===== src/scc_pkg.sv =====
// constants of the clock-control and sysref register bank
// assumes an 8-bit register port and byte-wide registers at printed offsets
package scc_pkg;

    localparam int ADDR_W = 15;
    localparam int DATA_W = 8;
    localparam int POS_W = 24;
    localparam int SEL_W = 4;
    localparam int SAMPLE_W = 12;
    localparam int DECIM_W = 6;
    localparam int FS_W = 16;

    ////////////////////////////////////////////////////////////////////////
    // register offsets
    localparam logic [14:0] OFS_CLOCK_CONTROL_ZERO = 15'h0029;
    localparam logic [14:0] OFS_CLOCK_CONTROL_ONE = 15'h002a;
    localparam logic [14:0] OFS_CLOCK_CONTROL_TWO = 15'h002b;
    localparam logic [14:0] OFS_SREF_POS_LO = 15'h002c;
    localparam logic [14:0] OFS_SREF_POS_MID = 15'h002d;
    localparam logic [14:0] OFS_SREF_POS_HI = 15'h002e;
    localparam logic [14:0] OFS_FULL_SCALE_A_LO = 15'h0030;
    localparam logic [14:0] OFS_FULL_SCALE_A_HI = 15'h0031;

    ////////////////////////////////////////////////////////////////////////
    // reset values
    localparam logic [7:0] RST_CLOCK_CONTROL_ZERO = 8'h00;
    localparam logic [7:0] RST_CLOCK_CONTROL_ONE = 8'h00;
    localparam logic [7:0] RST_CLOCK_CONTROL_TWO = 8'h11;
    localparam logic [23:0] RST_SREF_POS = 24'h000000;
    localparam logic [15:0] RST_FULL_SCALE_A = 16'ha000;

    ////////////////////////////////////////////////////////////////////////
    // field positions
    localparam int BIT_PROC_EN = 6;
    localparam int BIT_RECV_EN = 5;
    localparam int BIT_FINE_STEPS = 4;
    localparam int SEL_LSB = 0;
    localparam int BIT_TIMESTAMP = 3;
    localparam int BIT_DEVCLK_PECL = 2;
    localparam int BIT_SREF_PECL = 1;
    localparam int BIT_INVERT = 0;
    localparam int BIT_FB_GAIN = 4;
    localparam int BIT_NOISE_SUPP = 2;
    localparam int DEL_LSB = 0;
    localparam int DEL_W = 2;

    localparam logic [5:0] DECIM_BYPASS = 6'h01;

    // register selected by an access
    typedef enum {
        SEL_NONE,
        SEL_CTRL0,
        SEL_CTRL1,
        SEL_CTRL2,
        SEL_POS0,
        SEL_POS1,
        SEL_POS2,
        SEL_FS0,
        SEL_FS1
    } scc_reg_t;

endpackage


===== src/scc_sync.sv =====
// two-flop synchroniser for one level from outside the core clock domain
// assumes the level is held for at least two core clock periods
`timescale 1ns/1ps
module scc_sync (
    input wire logic core_clk,
    input wire logic rst_n,
    input wire logic async_in,
    output logic sync_out
);

    logic meta_ff;
    logic sync_ff;

    always_ff @(posedge core_clk or negedge rst_n) begin
        if (!rst_n) begin
            meta_ff <= 1'b0;
            sync_ff <= 1'b0;
        end else begin
            meta_ff <= async_in;
            sync_ff <= meta_ff;
        end
    end

    assign sync_out = sync_ff;

endmodule


===== src/scc_pos_detect.sv =====
// sysref window history, delay tap selection and edge position capture
// assumes sref_level is already synchronised, gated and polarity corrected
`timescale 1ns/1ps
module scc_pos_detect (
    input wire logic core_clk,
    input wire logic rst_n,
    input wire logic sref_level,
    input wire logic proc_en,
    input wire logic fine_steps,
    input wire logic [3:0] delay_sel,
    output logic [23:0] position,
    output logic aligned,
    output logic sref_event
);

    logic [23:0] history_ff;
    logic [23:0] position_ff;
    logic half_ff;
    logic level_prev_ff;
    logic aligned_ff;
    logic aligned_prev_ff;
    logic event_ff;
    logic step;

    // coarse steps advance the window every other cycle
    assign step = fine_steps | half_ff;

    always_ff @(posedge core_clk or negedge rst_n) begin
        if (!rst_n) begin
            half_ff <= 1'b0;
        end else begin
            half_ff <= ~half_ff;
        end
    end

    always_ff @(posedge core_clk or negedge rst_n) begin
        if (!rst_n) begin
            history_ff <= '0;
        end else if (step) begin
            history_ff <= {history_ff[22:0], sref_level};
        end
    end

    // capture the window on each raw rising edge while processing
    always_ff @(posedge core_clk or negedge rst_n) begin
        if (!rst_n) begin
            level_prev_ff <= 1'b0;
            position_ff <= scc_pkg::RST_SREF_POS;
        end else begin
            level_prev_ff <= sref_level;
            if (proc_en && sref_level && !level_prev_ff) begin
                position_ff <= history_ff;
            end
        end
    end

    always_ff @(posedge core_clk or negedge rst_n) begin
        if (!rst_n) begin
            aligned_ff <= 1'b0;
            aligned_prev_ff <= 1'b0;
            event_ff <= 1'b0;
        end else begin
            aligned_ff <= history_ff[delay_sel];
            aligned_prev_ff <= aligned_ff;
            event_ff <= proc_en & aligned_ff & ~aligned_prev_ff;
        end
    end

    assign position = position_ff;
    assign aligned = aligned_ff;
    assign sref_event = event_ff;

endmodule


===== src/scc_regs.sv =====
// clock-control and sysref register bank with its sysref datapath
// assumes the serial port front end delivers one-cycle byte read and write strobes
`timescale 1ns/1ps

// How it works
// processor enable bit gates all sysref events; cleared at reset.
// host enables the receiver before the processor, never processor alone.
// receiver enable bit turns the sysref input receiver on.
// fine-step bit shrinks window delay steps for status and delay select.
// host uses fine steps at high clock rates or multiple windows.
// four-bit delay select chooses the applied sysref capture delay.
// host writes zero to delay select before automatic calibration.
// timestamp bit plus sample timestamp enable put sysref on sample lsb.
// sysref timestamp works only with decimation factor one.
// device clock receiver dc-coupled pecl mode bit.
// sysref receiver dc-coupled pecl mode bit.
// invert bit flips sysref polarity used for alignment.
// feedback gain bit of clock converter, resets to high gain.
// noise suppression bit for the analog 1.1 V supply.
// two-bit one-hot sampling clock delay, resets to one.
// third control register resets to 0x11.
// position register reports 24-bit sysref edge position.
// host picks delay select from the read-back position word.
// first and second control registers reset to zero.
// host waits 750 ns after soft reset before port access.
// writes to the position register leave it unchanged.
module scc_regs (
    input wire logic core_clk,
    input wire logic rst_n,
    input wire logic [14:0] reg_addr,
    input wire logic [7:0] reg_wdata,
    input wire logic reg_wr,
    input wire logic reg_rd,
    output logic [7:0] reg_rdata,
    output logic reg_rvalid,
    input wire logic sref_pin,
    input wire logic sample_timestamp_enable,
    input wire logic [5:0] decimation_factor,
    input wire logic [11:0] sample_in,
    input wire logic sample_in_valid,
    output logic [11:0] sample_out,
    output logic sample_out_valid,
    output logic sref_event,
    output logic sref_receiver_on,
    output logic devclock_dc_pecl_enable,
    output logic sref_dc_pecl_enable,
    output logic clock_feedback_high_gain,
    output logic analog_supply_noise_suppress,
    output logic [1:0] sampling_clock_delay,
    output logic [15:0] full_scale_a
);

    ////////////////////////////////////////////////////////////////////////
    // address decode, shared by the write and the read path

    function automatic scc_pkg::scc_reg_t decode(input logic [14:0] addr);
        scc_pkg::scc_reg_t sel;
        sel = scc_pkg::SEL_NONE;
        case (addr)
            scc_pkg::OFS_CLOCK_CONTROL_ZERO: sel = scc_pkg::SEL_CTRL0;
            scc_pkg::OFS_CLOCK_CONTROL_ONE: sel = scc_pkg::SEL_CTRL1;
            scc_pkg::OFS_CLOCK_CONTROL_TWO: sel = scc_pkg::SEL_CTRL2;
            scc_pkg::OFS_SREF_POS_LO: sel = scc_pkg::SEL_POS0;
            scc_pkg::OFS_SREF_POS_MID: sel = scc_pkg::SEL_POS1;
            scc_pkg::OFS_SREF_POS_HI: sel = scc_pkg::SEL_POS2;
            scc_pkg::OFS_FULL_SCALE_A_LO: sel = scc_pkg::SEL_FS0;
            scc_pkg::OFS_FULL_SCALE_A_HI: sel = scc_pkg::SEL_FS1;
            default: sel = scc_pkg::SEL_NONE;
        endcase
        return sel;
    endfunction

    scc_pkg::scc_reg_t wr_sel;
    scc_pkg::scc_reg_t rd_sel;

    assign wr_sel = decode(reg_addr);
    assign rd_sel = decode(reg_addr);

    ////////////////////////////////////////////////////////////////////////
    // control registers

    logic [7:0] ctrl0_ff;
    logic [7:0] ctrl1_ff;
    logic [7:0] ctrl2_ff;
    logic [15:0] fs_a_ff;

    always_ff @(posedge core_clk or negedge rst_n) begin
        if (!rst_n) begin
            ctrl0_ff <= scc_pkg::RST_CLOCK_CONTROL_ZERO;
        end else if (reg_wr && wr_sel == scc_pkg::SEL_CTRL0) begin
            ctrl0_ff <= reg_wdata;
        end
    end

    always_ff @(posedge core_clk or negedge rst_n) begin
        if (!rst_n) begin
            ctrl1_ff <= scc_pkg::RST_CLOCK_CONTROL_ONE;
        end else if (reg_wr && wr_sel == scc_pkg::SEL_CTRL1) begin
            ctrl1_ff <= reg_wdata;
        end
    end

    always_ff @(posedge core_clk or negedge rst_n) begin
        if (!rst_n) begin
            ctrl2_ff <= scc_pkg::RST_CLOCK_CONTROL_TWO;
        end else if (reg_wr && wr_sel == scc_pkg::SEL_CTRL2) begin
            ctrl2_ff <= reg_wdata;
        end
    end

    // full-scale range, low byte then high byte
    always_ff @(posedge core_clk or negedge rst_n) begin
        if (!rst_n) begin
            fs_a_ff <= scc_pkg::RST_FULL_SCALE_A;
        end else if (reg_wr && wr_sel == scc_pkg::SEL_FS0) begin
            fs_a_ff[7:0] <= reg_wdata;
        end else if (reg_wr && wr_sel == scc_pkg::SEL_FS1) begin
            fs_a_ff[15:8] <= reg_wdata;
        end
    end

    ////////////////////////////////////////////////////////////////////////
    // field extraction

    logic proc_en;
    logic recv_en;
    logic fine_steps;
    logic [3:0] delay_sel;
    logic ts_en;
    logic invert;

    assign proc_en = ctrl0_ff[scc_pkg::BIT_PROC_EN];
    assign recv_en = ctrl0_ff[scc_pkg::BIT_RECV_EN];
    assign fine_steps = ctrl0_ff[scc_pkg::BIT_FINE_STEPS];
    assign delay_sel = ctrl0_ff[scc_pkg::SEL_LSB +: scc_pkg::SEL_W];
    assign ts_en = ctrl1_ff[scc_pkg::BIT_TIMESTAMP];
    assign invert = ctrl1_ff[scc_pkg::BIT_INVERT];

    // configuration levels for the analog side
    always_ff @(posedge core_clk or negedge rst_n) begin
        if (!rst_n) begin
            sref_receiver_on <= 1'b0;
            devclock_dc_pecl_enable <= 1'b0;
            sref_dc_pecl_enable <= 1'b0;
            clock_feedback_high_gain <= scc_pkg::RST_CLOCK_CONTROL_TWO[scc_pkg::BIT_FB_GAIN];
            analog_supply_noise_suppress <= 1'b0;
            sampling_clock_delay <= scc_pkg::RST_CLOCK_CONTROL_TWO[scc_pkg::DEL_LSB +: scc_pkg::DEL_W];
            full_scale_a <= scc_pkg::RST_FULL_SCALE_A;
        end else begin
            sref_receiver_on <= recv_en;
            devclock_dc_pecl_enable <= ctrl1_ff[scc_pkg::BIT_DEVCLK_PECL];
            sref_dc_pecl_enable <= ctrl1_ff[scc_pkg::BIT_SREF_PECL];
            clock_feedback_high_gain <= ctrl2_ff[scc_pkg::BIT_FB_GAIN];
            analog_supply_noise_suppress <= ctrl2_ff[scc_pkg::BIT_NOISE_SUPP];
            sampling_clock_delay <= ctrl2_ff[scc_pkg::DEL_LSB +: scc_pkg::DEL_W];
            full_scale_a <= fs_a_ff;
        end
    end

    ////////////////////////////////////////////////////////////////////////
    // sysref input path

    logic sref_sync;
    logic sref_level;
    logic [23:0] position;
    logic aligned;
    logic event_pulse;

    scc_sync u_sync (
        .core_clk(core_clk),
        .rst_n(rst_n),
        .async_in(sref_pin),
        .sync_out(sref_sync)
    );

    // receiver off reads as a quiet low line; inversion after the receiver
    assign sref_level = recv_en & (sref_sync ^ invert);

    // processor only meaningful with the receiver on
    scc_pos_detect u_pos (
        .core_clk(core_clk),
        .rst_n(rst_n),
        .sref_level(sref_level),
        .proc_en(proc_en & recv_en),
        .fine_steps(fine_steps),
        .delay_sel(delay_sel),
        .position(position),
        .aligned(aligned),
        .sref_event(event_pulse)
    );

    always_ff @(posedge core_clk or negedge rst_n) begin
        if (!rst_n) begin
            sref_event <= 1'b0;
        end else begin
            sref_event <= event_pulse;
        end
    end

    ////////////////////////////////////////////////////////////////////////
    // timestamp insertion on the sample lsb

    logic stamp_active;

    assign stamp_active = ts_en & sample_timestamp_enable
        & (decimation_factor == scc_pkg::DECIM_BYPASS);

    always_ff @(posedge core_clk or negedge rst_n) begin
        if (!rst_n) begin
            sample_out <= '0;
            sample_out_valid <= 1'b0;
        end else begin
            sample_out_valid <= sample_in_valid;
            if (sample_in_valid) begin
                sample_out <= stamp_active ? {sample_in[11:1], aligned} : sample_in;
            end
        end
    end

    ////////////////////////////////////////////////////////////////////////
    // read path; position bytes are read-only

    logic [7:0] nxt_rdata;

    always_comb begin
        case (rd_sel)
            scc_pkg::SEL_CTRL0: nxt_rdata = ctrl0_ff;
            scc_pkg::SEL_CTRL1: nxt_rdata = ctrl1_ff;
            scc_pkg::SEL_CTRL2: nxt_rdata = ctrl2_ff;
            scc_pkg::SEL_POS0: nxt_rdata = position[7:0];
            scc_pkg::SEL_POS1: nxt_rdata = position[15:8];
            scc_pkg::SEL_POS2: nxt_rdata = position[23:16];
            scc_pkg::SEL_FS0: nxt_rdata = fs_a_ff[7:0];
            scc_pkg::SEL_FS1: nxt_rdata = fs_a_ff[15:8];
            default: nxt_rdata = 8'h00;
        endcase
    end

    always_ff @(posedge core_clk or negedge rst_n) begin
        if (!rst_n) begin
            reg_rdata <= 8'h00;
            reg_rvalid <= 1'b0;
        end else begin
            reg_rvalid <= reg_rd;
            if (reg_rd) begin
                reg_rdata <= nxt_rdata;
            end
        end
    end

endmodule


===== config.mk =====
export PLATFORM = sky130hd
export DESIGN_NAME = scc_regs
export DESIGN_NICKNAME = d
export VERILOG_FILES = /design/src/scc_pkg.sv /design/src/scc_sync.sv /design/src/scc_pos_detect.sv /design/src/scc_regs.sv
export SDC_FILE = /design/constraint.sdc
export NUM_CORES = 1
export LEC_CHECK = 0
export ABC_AREA = 1
export BUFFER_PORTS_ARGS = -buffer_cell sky130_fd_sc_hd__buf_2
export CORE_MARGIN = 2
export CORE_UTILIZATION = 50
export DETAILED_ROUTE_END_ITERATION = 10
export PLACE_DENSITY = 0.86
export SYNTH_ARGS = -nofsm -noshare
export SYNTH_HDL_FRONTEND = slang
export SYNTH_SLANG_ARGS = --single-unit
export TNS_END_PERCENT = 10

===== constraint.sdc =====
create_clock -name core_clk -period 1.3 [get_ports core_clk]
set_input_delay 0.195 -clock core_clk [delete_from_list [all_inputs] [get_ports core_clk]]
set_output_delay 0.195 -clock core_clk [all_outputs]
set_load 0.01 [all_outputs]

==> metrics <==
slowest CP cell sky130_fd_sc_hd__dfstp_2; path type of the worst min-delay path primary input to flip-flop; starting utilization of the core area 0.513; switching share of power 0.226; switching component of the power 2.16 mW; highest cell delay on the worst timing path 0.53 ns; worst hold-check slack 0.00269 ns; crit-path leading delay family flip-flops; DR WL/cell 15.5 um; dominant register cell in the synthesized netlist sky130_fd_sc_hd__dfrtp_1; io pins 94; final global-route overflow total 0; area overhead of the layout relative to synthesis 25.5%; total routed wirelength 14.3 mm; Clock Sink Count 141; post-synthesis area per instance 9.20 sq um; crit path kind flip-flop to primary output; number of global-route vias before repair 4810; type of element launching the critical path flip-flop; count of flip-flops with a built-in enable after synthesis 0; Post-Synth Simple-Gate Area 0.247; Gate power share 0.045; CP cell instances buf_2; Clock transition at path regs 0.06 ns; Cell variety after synth 31; Die X 113 um; fraction of the mapped netlist area in adder cells 0; largest net degree at the start of global routing 51; post-synth net total 688; most frequent cell after synthesis sky130_fd_sc_hd__nand2_1; power density cells 1300 nW/um^2; Detail Placement HPWL 9.42 mm; cell leakage power 3.76 nW; XOR/XNOR Fraction of Synth Area 0.00149; total number of nets in the final design 814; number of vias per cell 5.40; count of final max-slew check failures 0; Yosys Warn Count 0; worst-path fanout max 1; die boundary height 113 um; # rows 39; cell types with the largest area share after synthesis sky130_fd_sc_hd__dfrtp_1, sky130_fd_sc_hd__nand2_1, sky130_fd_sc_hd__nand3_1; Worst Path Required 1.11 ns; cell taking the most area after synthesis sky130_fd_sc_hd__dfrtp_1; area of the die 12700 sq um; core outline area 11500 sq um; signal arrival time at the worst endpoint 1.06 ns; wire length of the first global-routing pass 23.8 mm; buffer and inverter count on the worst path 1; flip-flop and latch count after synthesis 141; post-layout minimum cycle time 1.26 ns; slew at the pin closest to its max-slew limit 0.351 ns; source-to-sink clock delay at the later pin of the worst-skew pair 0.42 ns; Pre-Repair DR Iteration Count 6; fraction of the mapped netlist area in compound gates 0.0891; Period Utilization, post-route 0.969; number of DRC markers after the initial detailed-route iteration 603; dominant combinational cell family by area after synthesis simple AND/OR/NAND/NOR gates; fraction of post-synthesis cell area in the top cell type by area 0.565; proportion of synthesized area in mux cells 0.00191; reported max-cap violation count 0; Fin Setup TNS 0 ns; final cell count without fillers 921; fraction of power consumed by sequential logic 0.465; GRT Resource Usage Total 0.239; total power 9.57 mW; share of total power in the clock network 0.490; share of flip-flops with an asynchronous set or reset 1.00; Finish-stage setup viols 0; VDD IR-drop max 1.13 mV; endpoint kind of the worst setup timing path primary output; Highest Clock Rate 794 MHz; Buffers on Ports 93; RSZ-0062 raised after global routing true; portion of the post-synthesis area used by sequential elements 0.601; most used standard cells in the synthesized netlist sky130_fd_sc_hd__nand2_1, sky130_fd_sc_hd__dfrtp_1, sky130_fd_sc_hd__nand3_1; worst-case clock skew 0.00760 ns; placed instance count 875; routability congestion estimate from global placement 0.917; run status complete, no violations; gate count of the mapped netlist 640; DRC violation count after routing 0; ant diodes 0; TritonCTS clock tree done; internal power consumption 7.41 mW; master cell of the clock root buffer sky130_fd_sc_hd__clkbuf_16; headroom to the max-slew limit 0.765; post-route antenna net violation count 0; antenna violations before repair 0; final hold violation count 0; maximum count of clock buffers along a single path 2; H-tree levels 4; DR vias 4975; number of buffers created by CTS 17; synthesized area 5890 sq um; share of post-route cells with drive strength above 1 0.239
[area by class of cell]
cell class | instances | area [sq um]
Sequential cell | 141 | 3540
Clock inverter | 13 | 146
Tap cell | 143 | 179
Inverter | 44 | 165
Fill cell | 832 | 4080
Timing Repair Buffer | 136 | 912
Multi-Input combinational cell | 426 | 2020
Clock buffer | 18 | 429
[stage by stage]
stage | util | area (sq um) | setup WS (ns)
2_1_floorplan | - | 5890 | 0.0151
3_3_place_gp | 0.579 | 6640 | -0.133
3_5_place_dp | 0.579 | 6640 | -0.225
4_1_cts | 0.642 | 7360 | 0.0135
5_1_grt | 0.644 | 7390 | -0.0122
6_report | 0.644 | 7390 | 0.0403
[what timing repair did]
| item | 4_1_cts | 5_1_grt |
|---|---|---|
| hold buffers | 14 | 0 |
| gates resized for setup | 1 | 5 |
| setup buffers | 0 | 1 |
| hold endpoints to repair | 77 | 0 |
| gates cloned | 0 | 0 |
| setup endpoints to repair | 10 | 27 |
| pin swaps | 0 | 3 |
[final timing paths]
check	startpoint	to	slack, ns	cells past startpoint
worst max-delay path	full_scale_a[15]	full_scale_a[15]	0.04	1
worst min-delay path	reg_rd	reg_rvalid	0.003	1
worst max register to register	ctrl0_ff[6]	u_pos.position[9]	0.07	6
worst min register to register	u_sync.meta_ff	u_sync.sync_out	0.35	0
max in group asynchronous	rst_n	u_pos.history_ff[16]	0.48	3
min in group asynchronous	rst_n	ctrl0_ff[5]	0.24	2
[sequential cells by signal, indices dropped and copies added (netlist names), 8 cells and up]
signal and cells:
ctrl1_ff 8, u_pos.history_ff 24, sample_out 12, fs_a_ff 16, full_scale_a 16, reg_rdata 8
ctrl0_ff 8, u_pos.position 24, ctrl2_ff 8
[metal layers]
layer  wire length [um]  GRT usage
met3               1030     0.0572
met1               5940      0.311
met5                  0          0
met4                482      0.102
met2               6810      0.386
[kinds of logic (layout without fill, tap and decap cells)]
| kind of cell | count (synthesis) | in the layout |
|---|---|---|
| and+or+nand+nor | 321 | 321 |
| xor gates and xnor gates | 1 | 1 |
| AOI/OAI and AO/OA | 103 | 103 |
| DFF | 141 | 141 |
| buffers and inverters | 73 | 211 |
| muxes | 1 | 1 |
[cells in the final DEF, fill, tap and decap left out, types with 3 or more instances in the layout]
| master | synthesis | routed |
|---|---|---|
| sky130_fd_sc_hd__clkinvlp_4 | 0 | 8 |
| sky130_fd_sc_hd__buf_4 | 1 | 21 |
| sky130_fd_sc_hd__nand2_1 | 202 | 201 |
| sky130_fd_sc_hd__dlygate4sd3_1 | 0 | 14 |
| sky130_fd_sc_hd__buf_2 | 7 | 92 |
| sky130_fd_sc_hd__dfrtp_1 | 133 | 133 |
| sky130_fd_sc_hd__nand3_2 | 3 | 3 |
| sky130_fd_sc_hd__o21ai_1 | 37 | 37 |
| sky130_fd_sc_hd__dfstp_2 | 8 | 8 |
| sky130_fd_sc_hd__nor2_1 | 27 | 25 |
| sky130_fd_sc_hd__nand4_1 | 8 | 8 |
| sky130_fd_sc_hd__inv_1 | 42 | 42 |
| sky130_fd_sc_hd__clkbuf_16 | 0 | 17 |
| sky130_fd_sc_hd__nor2_4 | 6 | 6 |
| sky130_fd_sc_hd__clkinv_4 | 0 | 3 |
| sky130_fd_sc_hd__nand3_1 | 63 | 63 |
| sky130_fd_sc_hd__a21oi_1 | 6 | 6 |
| sky130_fd_sc_hd__o21ai_0 | 57 | 57 |
| sky130_fd_sc_hd__buf_6 | 7 | 3 |
| sky130_fd_sc_hd__buf_12 | 0 | 6 |
| sky130_fd_sc_hd__nor2_2 | 3 | 5 |
[power by group through the flow]
stage                     combinational (mW)  sequential, mW  clock (mW)
after floorplan                        0.109            4.55           0
after global placement                 0.387            4.53           0
after detailed placement               0.394            4.53           0
after CTS                              0.431            4.45        4.73
after global routing                   0.480            4.45        4.93
final                                  0.431            4.45        4.69
No activity file was read; power rests on OpenSTA's default activity.
